--- config.mk ---
export PLATFORM = sky130hd
export DESIGN_NAME = drt_timer
export DESIGN_NICKNAME = d
export VERILOG_FILES = /design/src/core/drt_pkg.sv /design/src/core/drt_timer.sv
export SDC_FILE = /design/constraint.sdc
export NUM_CORES = 1
export LEC_CHECK = 0
export BUFFER_PORTS_ARGS = -buffer_cell sky130_fd_sc_hd__buf_2
export CAP_MARGIN = 25
export CORE_MARGIN = 8
export CORE_UTILIZATION = 45
export CTS_BUF_LIST = sky130_fd_sc_hd__clkbuf_8
export DETAILED_ROUTE_END_ITERATION = 16
export PLACE_DENSITY = 0.72
export SLEW_MARGIN = 20
export SYNTH_ARGS = -nofsm -noshare
export SYNTH_HDL_FRONTEND = slang
export SYNTH_SLANG_ARGS = --single-unit
--- constraint.sdc ---
create_clock -name clk_sys -period 2.8 [get_ports clk_sys]
set_input_delay 0.56 -clock clk_sys [delete_from_list [all_inputs] [get_ports clk_sys]]
set_output_delay 0.56 -clock clk_sys [all_outputs]
set_load 0.005 [all_outputs]
--- src/core/drt_pkg.sv ---
// package: register map, field layout and types of the dual reload timer
package drt_pkg;
    // register word offsets (byte addresses), one block of 0x20 per timer
    localparam logic [7:0] DRT_OFF_COUNT   = 8'h00;
    localparam logic [7:0] DRT_OFF_RELOAD  = 8'h04;
    localparam logic [7:0] DRT_OFF_PWM     = 8'h08;
    localparam logic [7:0] DRT_OFF_CTL     = 8'h0C;
    localparam logic [7:0] DRT_OFF_STATUS  = 8'h40;
    localparam logic [7:0] DRT_OFF_MASK    = 8'h44;
    localparam logic [7:0] DRT_TIMER_SPAN  = 8'h20;
    // control word fields
    localparam int DRT_CTL_EN_BIT   = 7;
    localparam int DRT_CTL_POL_BIT  = 6;
    localparam int DRT_CTL_PRE_LSB  = 3;
    localparam int DRT_CTL_MODE_LSB = 0;
    localparam logic [15:0] DRT_COUNT_RESTART = 16'h0001;
    localparam logic [15:0] DRT_RESET_COUNT   = 16'h0001;
    localparam logic [15:0] DRT_RESET_RELOAD  = 16'hFFFF;
    localparam logic [31:0] DRT_UNMAPPED_READ = 32'h0000_0000;

    typedef enum logic [2:0] {
        DRT_ONE_SHOT   = 3'h0,
        DRT_CONTINUOUS = 3'h1,
        DRT_COUNTER    = 3'h2,
        DRT_PWM_SINGLE = 3'h3,
        DRT_CAPTURE    = 3'h4,
        DRT_COMPARE    = 3'h5,
        DRT_CMP_COUNT  = 3'h6,
        DRT_CAP_CMP    = 3'h7
    } drt_mode_t;

    typedef struct packed {
        logic        enable;
        logic        io_polarity_select;
        logic [2:0]  prescale;
        drt_mode_t   mode;
    } drt_ctl_t;

    typedef struct packed {
        logic [15:0] count;
        logic [15:0] reload;
        logic [7:0]  match_value_high;
        logic [7:0]  match_value_low;
        drt_ctl_t    timer_control_one;
        logic [6:0]  prediv;
        logic        out_level;
        logic        irq_event;
    } drt_timer_t;
endpackage

--- src/core/drt_timer.sv ---
// dual 16-bit reload timer with Avalon-MM register slave
// ****************************************************************
// Operation
// - two independent 16-bit reload timers, each with output and interrupt
// - prescaler divides count clock by 1 to 128
// - counter mode restarts at 0001H after every reload
// - counter mode: polarity 0 counts rising, 1 counts falling edges
// - counter mode: count edge sets initial output level
// - counter mode, enabled: output toggles at each reload
// - count minus start equals input edges of the selected polarity seen, until the first reload
// - comparator counter: counts comparator edges, prescaler bypassed
// - one-shot, continuous, compare: disabled drives polarity, enabled toggles
// - pwm, polarity 0: low disabled, high on match, low on reload
// - pwm, polarity 1: high disabled, low on match, high on reload
// - capture: polarity 0 captures on rising, 1 on falling edge
// - capture modes store count in pwm capture bytes
// - pwm value compared with count; match changes output in pwm mode only
// ****************************************************************
//
// Implementation choices: the placing of the registers and the Avalon-MM slave port.
`timescale 1ns/1ns
`default_nettype none
module drt_timer
    import drt_pkg::*;
(
    input  wire logic        clk_sys,
    input  wire logic        nrst,
    input  wire logic [7:0]  avs_address,
    input  wire logic        avs_read,
    input  wire logic        avs_write,
    input  wire logic [31:0] avs_writedata,
    output logic      [31:0] avs_readdata,
    output logic             avs_waitrequest,
    input  wire logic [1:0]  timer_in,
    input  wire logic [1:0]  comparator_out,
    output logic      [1:0]  timer_out,
    output logic             irq
);
    // ****************************************************************
    // bus handshake: one wait cycle, then the access completes
    // ****************************************************************
    logic            ack;
    logic            next_ack;
    logic [31:0]     next_readdata;
    logic [1:0]      status;
    logic [1:0]      next_status;
    logic [1:0]      mask;
    logic [1:0]      next_mask;
    drt_timer_t      tmr [2];
    drt_timer_t      next_tmr [2];
    logic [1:0]      in_s1, in_s2, in_q;
    logic [1:0]      cmp_s1, cmp_s2, cmp_q;

    assign avs_waitrequest = (avs_read | avs_write) & ~ack;
    assign timer_out = {tmr[1].out_level, tmr[0].out_level};
    assign irq = |(status & mask);

    function automatic logic sel_edge(input logic prev, input logic cur,
                                      input logic pol);
        sel_edge = pol ? (prev & ~cur) : (~prev & cur);
    endfunction

    function automatic logic [7:0] pre_limit(input logic [2:0] sel);
        pre_limit = 8'h01 << sel;
    endfunction

    // ****************************************************************
    // next-state logic for bus, status and both timers
    // ****************************************************************
    always_comb begin
        logic        bus_done;
        logic [7:0]  off;
        logic        idx;
        logic        tick;
        logic        in_edge;
        logic        reload_hit;
        logic        pwm_hit;
        drt_ctl_t    c;
        bus_done      = (avs_read | avs_write) & ack;
        off           = 8'h00;
        idx           = 1'b0;
        tick          = 1'b0;
        in_edge       = 1'b0;
        reload_hit    = 1'b0;
        pwm_hit       = 1'b0;
        c             = '0;
        next_ack      = (avs_read | avs_write) & ~ack;
        next_readdata = avs_readdata;
        next_status   = status;
        next_mask     = mask;
        next_tmr      = tmr;
        for (int i = 0; i < 2; i++) begin
            // per-timer flags must not leak from timer 0 into timer 1
            tick       = 1'b0;
            reload_hit = 1'b0;
            pwm_hit    = 1'b0;
            c = tmr[i].timer_control_one;
            next_tmr[i].irq_event = 1'b0;
            in_edge = sel_edge(in_q[i], in_s2[i], c.io_polarity_select);
            if (c.enable) begin
                if (c.mode == DRT_COUNTER) begin
                    tick = in_edge;
                end else if (c.mode == DRT_CMP_COUNT) begin
                    tick = sel_edge(cmp_q[i], cmp_s2[i],
                                    c.io_polarity_select);
                end else begin
                    next_tmr[i].prediv = tmr[i].prediv + 7'h01;
                    tick = ({1'b0, tmr[i].prediv} + 8'h01
                            >= pre_limit(c.prescale));
                    if (tick)
                        next_tmr[i].prediv = '0;
                end
                if ((c.mode == DRT_CAPTURE || c.mode == DRT_CAP_CMP)
                    && in_edge) begin
                    next_tmr[i].match_value_high = tmr[i].count[15:8];
                    next_tmr[i].match_value_low  = tmr[i].count[7:0];
                end
                pwm_hit = tmr[i].count == {tmr[i].match_value_high,
                                           tmr[i].match_value_low};
                if (tick) begin
                    reload_hit = tmr[i].count == tmr[i].reload;
                    if (reload_hit) begin
                        next_tmr[i].count = DRT_COUNT_RESTART;
                        next_tmr[i].irq_event = 1'b1;
                        if (c.mode == DRT_ONE_SHOT)
                            next_tmr[i].timer_control_one.enable = 1'b0;
                        if (c.mode == DRT_PWM_SINGLE)
                            next_tmr[i].out_level = c.io_polarity_select;
                        else
                            next_tmr[i].out_level = ~tmr[i].out_level;
                    end else begin
                        next_tmr[i].count = tmr[i].count + 16'h0001;
                    end
                end
                if (c.mode == DRT_PWM_SINGLE && pwm_hit && !reload_hit)
                    next_tmr[i].out_level = ~c.io_polarity_select;
            end else begin
                next_tmr[i].prediv = '0;
                // idle level follows polarity in every mode
                next_tmr[i].out_level = c.io_polarity_select;
            end
            if (next_tmr[i].irq_event)
                next_status[i] = 1'b1;
        end
        // read data are registered in the wait cycle so that they stand
        // when waitrequest drops; writes land at the completing edge
        if (avs_read | avs_write) begin
            off = avs_address;
            idx = off >= DRT_TIMER_SPAN && off < DRT_OFF_STATUS;
            if (idx)
                off = off - DRT_TIMER_SPAN;
            next_readdata = DRT_UNMAPPED_READ;
            if (avs_address == DRT_OFF_STATUS) begin
                next_readdata = {30'h0, status};
                // only bits already shown are cleared; a new event wins
                if (avs_read && bus_done)
                    next_status = (status & ~avs_readdata[1:0])
                                  | {next_tmr[1].irq_event,
                                     next_tmr[0].irq_event};
            end else if (avs_address == DRT_OFF_MASK) begin
                next_readdata = {30'h0, mask};
                if (avs_write && bus_done)
                    next_mask = avs_writedata[1:0];
            end else if (avs_address < DRT_OFF_STATUS) begin
                case (off)
                    DRT_OFF_COUNT: begin
                        next_readdata = {16'h0, tmr[idx].count};
                        if (avs_write && bus_done)
                            next_tmr[idx].count = avs_writedata[15:0];
                    end
                    DRT_OFF_RELOAD: begin
                        next_readdata = {16'h0, tmr[idx].reload};
                        if (avs_write && bus_done)
                            next_tmr[idx].reload = avs_writedata[15:0];
                    end
                    DRT_OFF_PWM: begin
                        next_readdata = {16'h0, tmr[idx].match_value_high,
                                         tmr[idx].match_value_low};
                        if (avs_write && bus_done) begin
                            next_tmr[idx].match_value_high = avs_writedata[15:8];
                            next_tmr[idx].match_value_low  = avs_writedata[7:0];
                        end
                    end
                    DRT_OFF_CTL: begin
                        next_readdata = {24'h0, tmr[idx].timer_control_one};
                        if (avs_write && bus_done)
                            next_tmr[idx].timer_control_one = avs_writedata[7:0];
                    end
                    default: begin
                        next_readdata = DRT_UNMAPPED_READ;
                    end
                endcase
            end
        end
    end

    // ****************************************************************
    // registers
    // ****************************************************************
    always_ff @(posedge clk_sys or negedge nrst) begin
        if (!nrst) begin
            ack          <= 1'b0;
            avs_readdata <= '0;
            status       <= '0;
            mask         <= '0;
            in_s1 <= '0; in_s2 <= '0; in_q <= '0;
            cmp_s1 <= '0; cmp_s2 <= '0; cmp_q <= '0;
            for (int i = 0; i < 2; i++) begin
                tmr[i]        <= '0;
                tmr[i].count  <= DRT_RESET_COUNT;
                tmr[i].reload <= DRT_RESET_RELOAD;
            end
        end else begin
            ack          <= next_ack;
            avs_readdata <= next_readdata;
            status       <= next_status;
            mask         <= next_mask;
            // first stage feeds only the second stage
            in_s1  <= timer_in;
            in_s2  <= in_s1;
            in_q   <= in_s2;
            cmp_s1 <= comparator_out;
            cmp_s2 <= cmp_s1;
            cmp_q  <= cmp_s2;
            tmr    <= next_tmr;
        end
    end

    // ****************************************************************
    // checks
    // ****************************************************************
    a_oneshot_stop: assert property (@(posedge clk_sys) disable iff (!nrst)
        tmr[1].irq_event && $past(tmr[1].timer_control_one.mode) == DRT_ONE_SHOT
        && !$past(avs_write) |-> !tmr[1].timer_control_one.enable)
        else $error("one-shot timer still enabled after reload");
    a_restart_value: assert property (@(posedge clk_sys) disable iff (!nrst)
        tmr[0].irq_event && !$past(avs_write) |-> tmr[0].count == 16'h0001)
        else $error("counter did not restart at 0001");
    a_idle_level: assert property (@(posedge clk_sys) disable iff (!nrst)
        !tmr[1].timer_control_one.enable ##1 !tmr[1].timer_control_one.enable
        |-> timer_out[1] == $past(tmr[1].timer_control_one.io_polarity_select))
        else $error("idle output not at polarity");
    a_irq_level: assert property (@(posedge clk_sys) disable iff (!nrst)
        irq == |(status & mask))
        else $error("interrupt output mismatch");
    a_event_sticky: assert property (@(posedge clk_sys) disable iff (!nrst)
        tmr[0].irq_event |-> status[0])
        else $error("reload event not recorded");
    a_bus_wait: assert property (@(posedge clk_sys) disable iff (!nrst)
        $rose(avs_read) |-> avs_waitrequest ##1 !avs_waitrequest)
        else $error("read not answered in one wait cycle");
    c_reload: cover property (@(posedge clk_sys) tmr[0].irq_event);
    c_irq: cover property (@(posedge clk_sys) $rose(irq));
    c_pwm: cover property (@(posedge clk_sys)
        tmr[1].timer_control_one.mode == DRT_PWM_SINGLE && $rose(timer_out[1]));
endmodule
`default_nettype wire

==> Word-level counts from Yosys, hierarchy flattened <==
Index checks and enable logic that the tools add are counted.
{ "word_totals": {"out_inout_bits": 36, "wordCells": 208, "reg_bits": 179} }
{ "classes": {"shift": 2, "muxes": 86, "reduce_logical": 21, "n_lt_le_gt_ge": 6, "n_eq_ne": 23, "n_addsub": 7, "bitwise": 31} }
{ "ops": {"columns": ["op", "count"], "rows": [
  ["$mux W130", 8],
  ["$bwmux W130", 5],
  ["$pmux W130 S4", 1],
  ["$demux W65 S1", 5],
  ["$mux W65", 4],
  ["$mux W16", 11],
  ["$eq A16 B16 Y1", 4],
  ["$pmux W16 S4", 1],
  ["$mux W17", 3],
  ["$mux W49", 1],
  ["$mux W7", 6],
  ["$mux W33", 1],
  ["$add A16 B1 Y16 const B", 2],
  ["$mux W8", 4],
  ["$mux W1", 28],
  ["$mux W25", 1],
  ["$eq A3 B3 Y1 const B", 6],
  ["$add A7 B1 Y8 const B", 2],
  ["$eq A8 B4 Y1 const B", 2],
  ["$eq A8 B7 Y1 const B", 2],
  ["$ge A8 B8 Y1", 2],
  ["$shl A1 B3 Y8 const A", 2],
  ["$not A1 Y1", 15],
  ["$add A7 B1 Y7 const B", 2],
  ["other kinds (24)", 58]
]} }

==> Logic depth before layout (Yosys ltp) <==
{ "logic_depth": {"ltp_word": 20, "mapped_depth": 13} }

==> Least setup slack after synthesis <==
OpenSTA, ideal clock, no wires.
{ "synth_path": {"path_type": "flip-flop to flip-flop", "startpoint": "reg tmr[12] (netlist name)", "endpoint": "reg tmr[50] (netlist name)", "setup_time_ns": 0.122, "path_slack_ns": -0.016, "arrival_time_ns": 2.694, "required_ns": 2.678, "path_stages_with_launch": 10, "cell_sequence": "dfrtp_1 > clkbuf_1 > or3b_2 > ha_1 > a2111oi_0 > nor4_2 > o21ai_2 > mux2_2 > a21oi_1 > a21oi_1"} }
{ "synth_rtl": {"columns": ["element", "line", "source"], "rows": [
  ["start, declared", "drt_timer.sv:49", "drt_timer_t tmr [2];"],
  ["start signal, assigned", "drt_timer.sv:225", "tmr <= next_tmr;"]
]} }

==> insert_results.sql <==
INSERT INTO impl_metrics (metric_group, metric, value, unit) VALUES
('clocking', 'clock_net_sink_count', '161', ''),
('global_route', 'grt.overflow.total', '0', ''),
('setup_path', 'critical_path_class', 'flip-flop to flip-flop', ''),
('floorplan', 'horiz_die_dim', '169', 'um'),
('clocking', 'clock_latency', '0.48', 'ns'),
('logic_synthesis', 'synth.yosys.seq_area_share', '38.4', '%'),
('status', 'violations', 'setup timing', ''),
('floorplan', 'die_area', '28700', 'sq um'),
('setup_path', 'timing.critical_path.to_type', 'flip-flop', ''),
('floorplan', 'core_region_area', '23300', 'sq um'),
('setup_path', 'longest_individual_stage_delay_on_the_worst_path', '0.43', 'ns'),
('sta', 'finalCriticalPeriod', '2.84', 'ns'),
('detailed_routing', 'drtIter0Drc', '1160', ''),
('cells_and_area', 'nets', '1278', ''),
('sta', 'achievable-frequency', '352', 'MHz'),
('job', 'max-cap-violations', '0', ''),
('global_route', 'grt_usage', '23.2', '%'),
('detailed_routing', 'totalWireLength', '33800', 'um'),
('logic_synthesis', 'synth_top_cell_area_share', '30.0', '%'),
('power_and_ir_drop', 'peakVddDrop', '231', 'uV'),
('sta', 'finalWorstSetupSlack', '-0.0373', 'ns'),
('global_route', 'grt_max_degree', '58', ''),
('setup_path', 'slowest_stage', 'dfrtp_1', ''),
('floorplan', 'rows', '56', ''),
('clocking', 'tritoncts.num_buffers', '17', ''),
('setup_path', 'crit_path_cell_trace', 'ha_4 > nand3_4 > nor2_4 > xor2_2 > ha_1 > and3_4 > nand2_2 > nor4_4 > o21ai_4 > or2_4 > or4_4 > a31oi_1', ''),
('logic_synthesis', 'synth_area', '10600', 'sq um'),
('placement', 'gpl_congestion', '0.954', ''),
('logic_synthesis', 'synth-warning-count', '0', ''),
('sta', 'rsz0062_at_grt', 'true', ''),
('setup_path', 'crit_buf_inv', '0', ''),
('cells_and_area', 'flow.area_growth_from_synthesis', '17.1', '%'),
('detailed_routing', 'via_count', '9435', ''),
('clocking', 'tritoncts', 'built', ''),
('clocking', 'path_clk_slew', '0.10', 'ns'),
('power_and_ir_drop', 'p_per_area', '426', 'nW/um^2'),
('status', 'outcome', 'complete, but fails checks', ''),
('sta', 'final_max_slew_viol_count', '0', ''),
('floorplan', 'die_y', '169', 'um'),
('logic_synthesis', 'synth-edff-count', '0', ''),
('placement', 'port_buffers', '51', ''),
('logic_synthesis', 'most_instantiated_flip_flop_cell_in_the_synthesis_netlist', 'dfrtp_1', ''),
('detailed_routing', 'vias_per_cell', '6.13', ''),
('logic_synthesis', 'syn_area_per_cell', '9.37', 'sq um'),
('logic_synthesis', 'number_of_different_library_cells_in_the_post_synthesis_netlist', '81', ''),
('cells_and_area', 'drive_above_1_share', '28.4', '%'),
('sta', 'hold_viol', '0', ''),
('floorplan', 'initial_core_util', '45.5', '%'),
('sta', 'holdWs', '0.0315', 'ns'),
('placement', 'dp_hpwl', '24900', 'um'),
('setup_path', 'timing.critical_path.max_delay_family', 'simple AND/OR/NAND/NOR gates', ''),
('global_route', 'first_pass_grt_wire_length', '51900', 'um'),
('sta', 'skew', '0.0222', 'ns'),
('power_and_ir_drop', 'power_leakage', '4.86', 'nW'),
('logic_synthesis', 'synthArstFlopShare', '100', '%'),
('detailed_routing', 'drt_pass1_iterations', '5', ''),
('sta', 'setup_viol_count_final', '5', ''),
('clocking', 'h-tree-depth', '4', ''),
('detailed_routing', 'postRouteAntennaNets', '0', ''),
('placement', 'placedInstanceArea', '11500', 'sq um'),
('logic_synthesis', 'largest_cells_by_area_after_synthesis', 'dfrtp_1, dfstp_2, xnor2_1', ''),
('logic_synthesis', 'synthDominantAreaCellType', 'dfrtp_1', ''),
('logic_synthesis', 'ys_seq_elements', '161', ''),
('detailed_routing', 'drcViolationCount', '0', ''),
('setup_path', 'timing.critical_path.fanout_max', '7', ''),
('setup_path', 'worstSetupStartpointType', 'flip-flop', ''),
('floorplan', 'floorplan.io_pins', '84', ''),
('detailed_routing', 'dr_wl_cell', '21.9', 'um'),
('clocking', 'clock_tree.buffer_depth', '2', ''),
('sta', 'fin_crit_sh', '101', '%'),
('global_route', 'number_of_antenna_violations_at_the_first_check_in_global_routing', '1', '');
worst register-to-register path: stages, from the launching register on:
cell     delay [ns]
dfrtp_1        0.43
ha_4           0.19
nand3_4        0.09
nor2_4         0.05
xor2_2         0.18
ha_1           0.32
and3_4         0.21
nand2_2        0.07
nor4_4         0.30
o21ai_4        0.10
or2_4          0.28
or4_4          0.41
a31oi_1        0.13
per-layer routing:
layer / wire length (um) / up-vias / track usage (%)
met3: 2550 / 103 / 4.58
met4: 1520 / 2 / 10.3
met2: 15600 / 448 / 37.5
met1: 14000 / 4634 / 29.7
li1: - / 4248 / -
met5: 13 / - / 0.521
state kept, by name, summed over array words and instances (netlist names):
name          flops
status            2
tmr             126
in_q              2
cmp_s1            2
in_s2             2
cmp_q             2
cmp_s2            2
ack               1
in_s1             2
avs_readdata     16
mask              2
timer_out         2
layout make-up:
| class | instances | area, sq um | area share, % |
|---|---|---|---|
| well taps | 319 | 399 | 3.22 |
| clock buffers | 17 | 234 | 1.89 |
| multi-input cells | 859 | 6340 | 51.1 |
| repair buffers | 161 | 1150 | 9.29 |
| inverters | 8 | 30.0 | 0.242 |
| clock inverters | 15 | 175 | 1.41 |
| flip-flops and latches | 161 | 4070 | 32.8 |
kinds of logic (layout without fill, tap and decap cells):
family	count (synthesis)	after routing	share of synthesized area, %
and+or+nand+nor	374	374	18.5
AOI/OAI and AO/OA	283	283	18.2
DFF	161	161	38.4
buffers and inverters	126	201	5.85
muxes	85	85	9.78
xor gates and xnor gates	79	79	6.53
adders and majority gates	22	22	2.60
other	1	16	0.0354
synth_stat cells (15+ instances only):
master,instances
dfrtp_1,127
clkbuf_1,66
a22oi_1,24
o21ai_0,45
mux2_2,27
mux2i_1,45
dfstp_2,34
a31oi_1,15
nor2b_1,21
nand4_1,22
buf_2,24
nor2_1,91
buf_4,22
nand2_1,91
xor2_1,26
nor3_1,19
a21oi_1,59
nand3b_1,17
xnor2_1,53
nand3_1,33
a22o_1,15
o22ai_1,19
and3_1,18
ha_1,22
a221oi_1,16
what timing repair did:
item,in CTS,in global routing
endpoints found under the setup margin,34,49
buffers inserted,7,7
endpoints found under the hold margin,0,0
resized for setup,11,71
cloned,0,1
pin swaps,5,35
worst paths after layout:
kind	from	endpoint	slack (ns)	cells past startpoint
setup / recovery	tmr[3]	tmr[61]	-0.04	12
hold / removal	nrst	tmr[63]	0.03	1
setup reg to reg	tmr[3]	tmr[61]	-0.04	12
hold reg to reg	in_s1[0]	in_s2[0]	0.35	0
max in group asynchronous	nrst	tmr[104]	1.92	2
min in group clk_sys	timer_in[1]	in_s1[1]	0.18	1
where the power goes:
group	total (W)	internal (W)	switching (W)	leakage, nW
Clock	0.00183	0.000821	0.00101	0.208
Combinational	0.000918	0.000360	0.000558	2.85
Sequential	0.00254	0.00242	0.000114	1.81
Total	0.00528	0.00360	0.00168	4.86
through the flow:
stage | setup WS [ns] | TNS, ns | utilization (%) | power, W | std cells
4_1_cts | 0.00333 | 0 | 51.5 | 0.00526 | 1532
5_1_grt | -0.126 | -1.36 | 53.3 | 0.00548 | 1540
3_5_place_dp | -0.101 | -0.488 | 49.3 | 0.00345 | 1493
3_3_place_gp | -0.0423 | -0.0423 | 49.3 | 0.00343 | 1493
2_1_floorplan | 0.0364 | 0 | - | 0.00309 | 1146
6_report | -0.0373 | -0.0654 | 53.3 | 0.00528 | 1540
cells in the final DEF (no fill, tap or decap), types with 7 or more instances in the layout:
master / instances
mux2i_1: 45
dfstp_2: 34
clkbuf_8: 17
buf_4: 102
nor3_1: 15
a21oi_1: 58
inv_1: 9
nand2_1: 87
nor2b_1: 21
mux2_2: 26
nand4_1: 22
a22o_1: 15
o32ai_1: 8
conb_1: 16
and3_1: 16
o21ai_0: 39
o21a_1: 10
o31ai_1: 10
mux4_2: 12
a221oi_1: 16
a31oi_1: 15
o21ai_1: 7
a21o_1: 8
dfrtp_1: 126
nand3_1: 28
xnor2_1: 52
nor4_1: 7
nand2b_1: 8
buf_2: 50
a22oi_1: 23
ha_1: 16
nand3b_1: 17
nor2_1: 86
o22ai_1: 19
xor2_1: 24
Power figures use the tool's default switching activity.
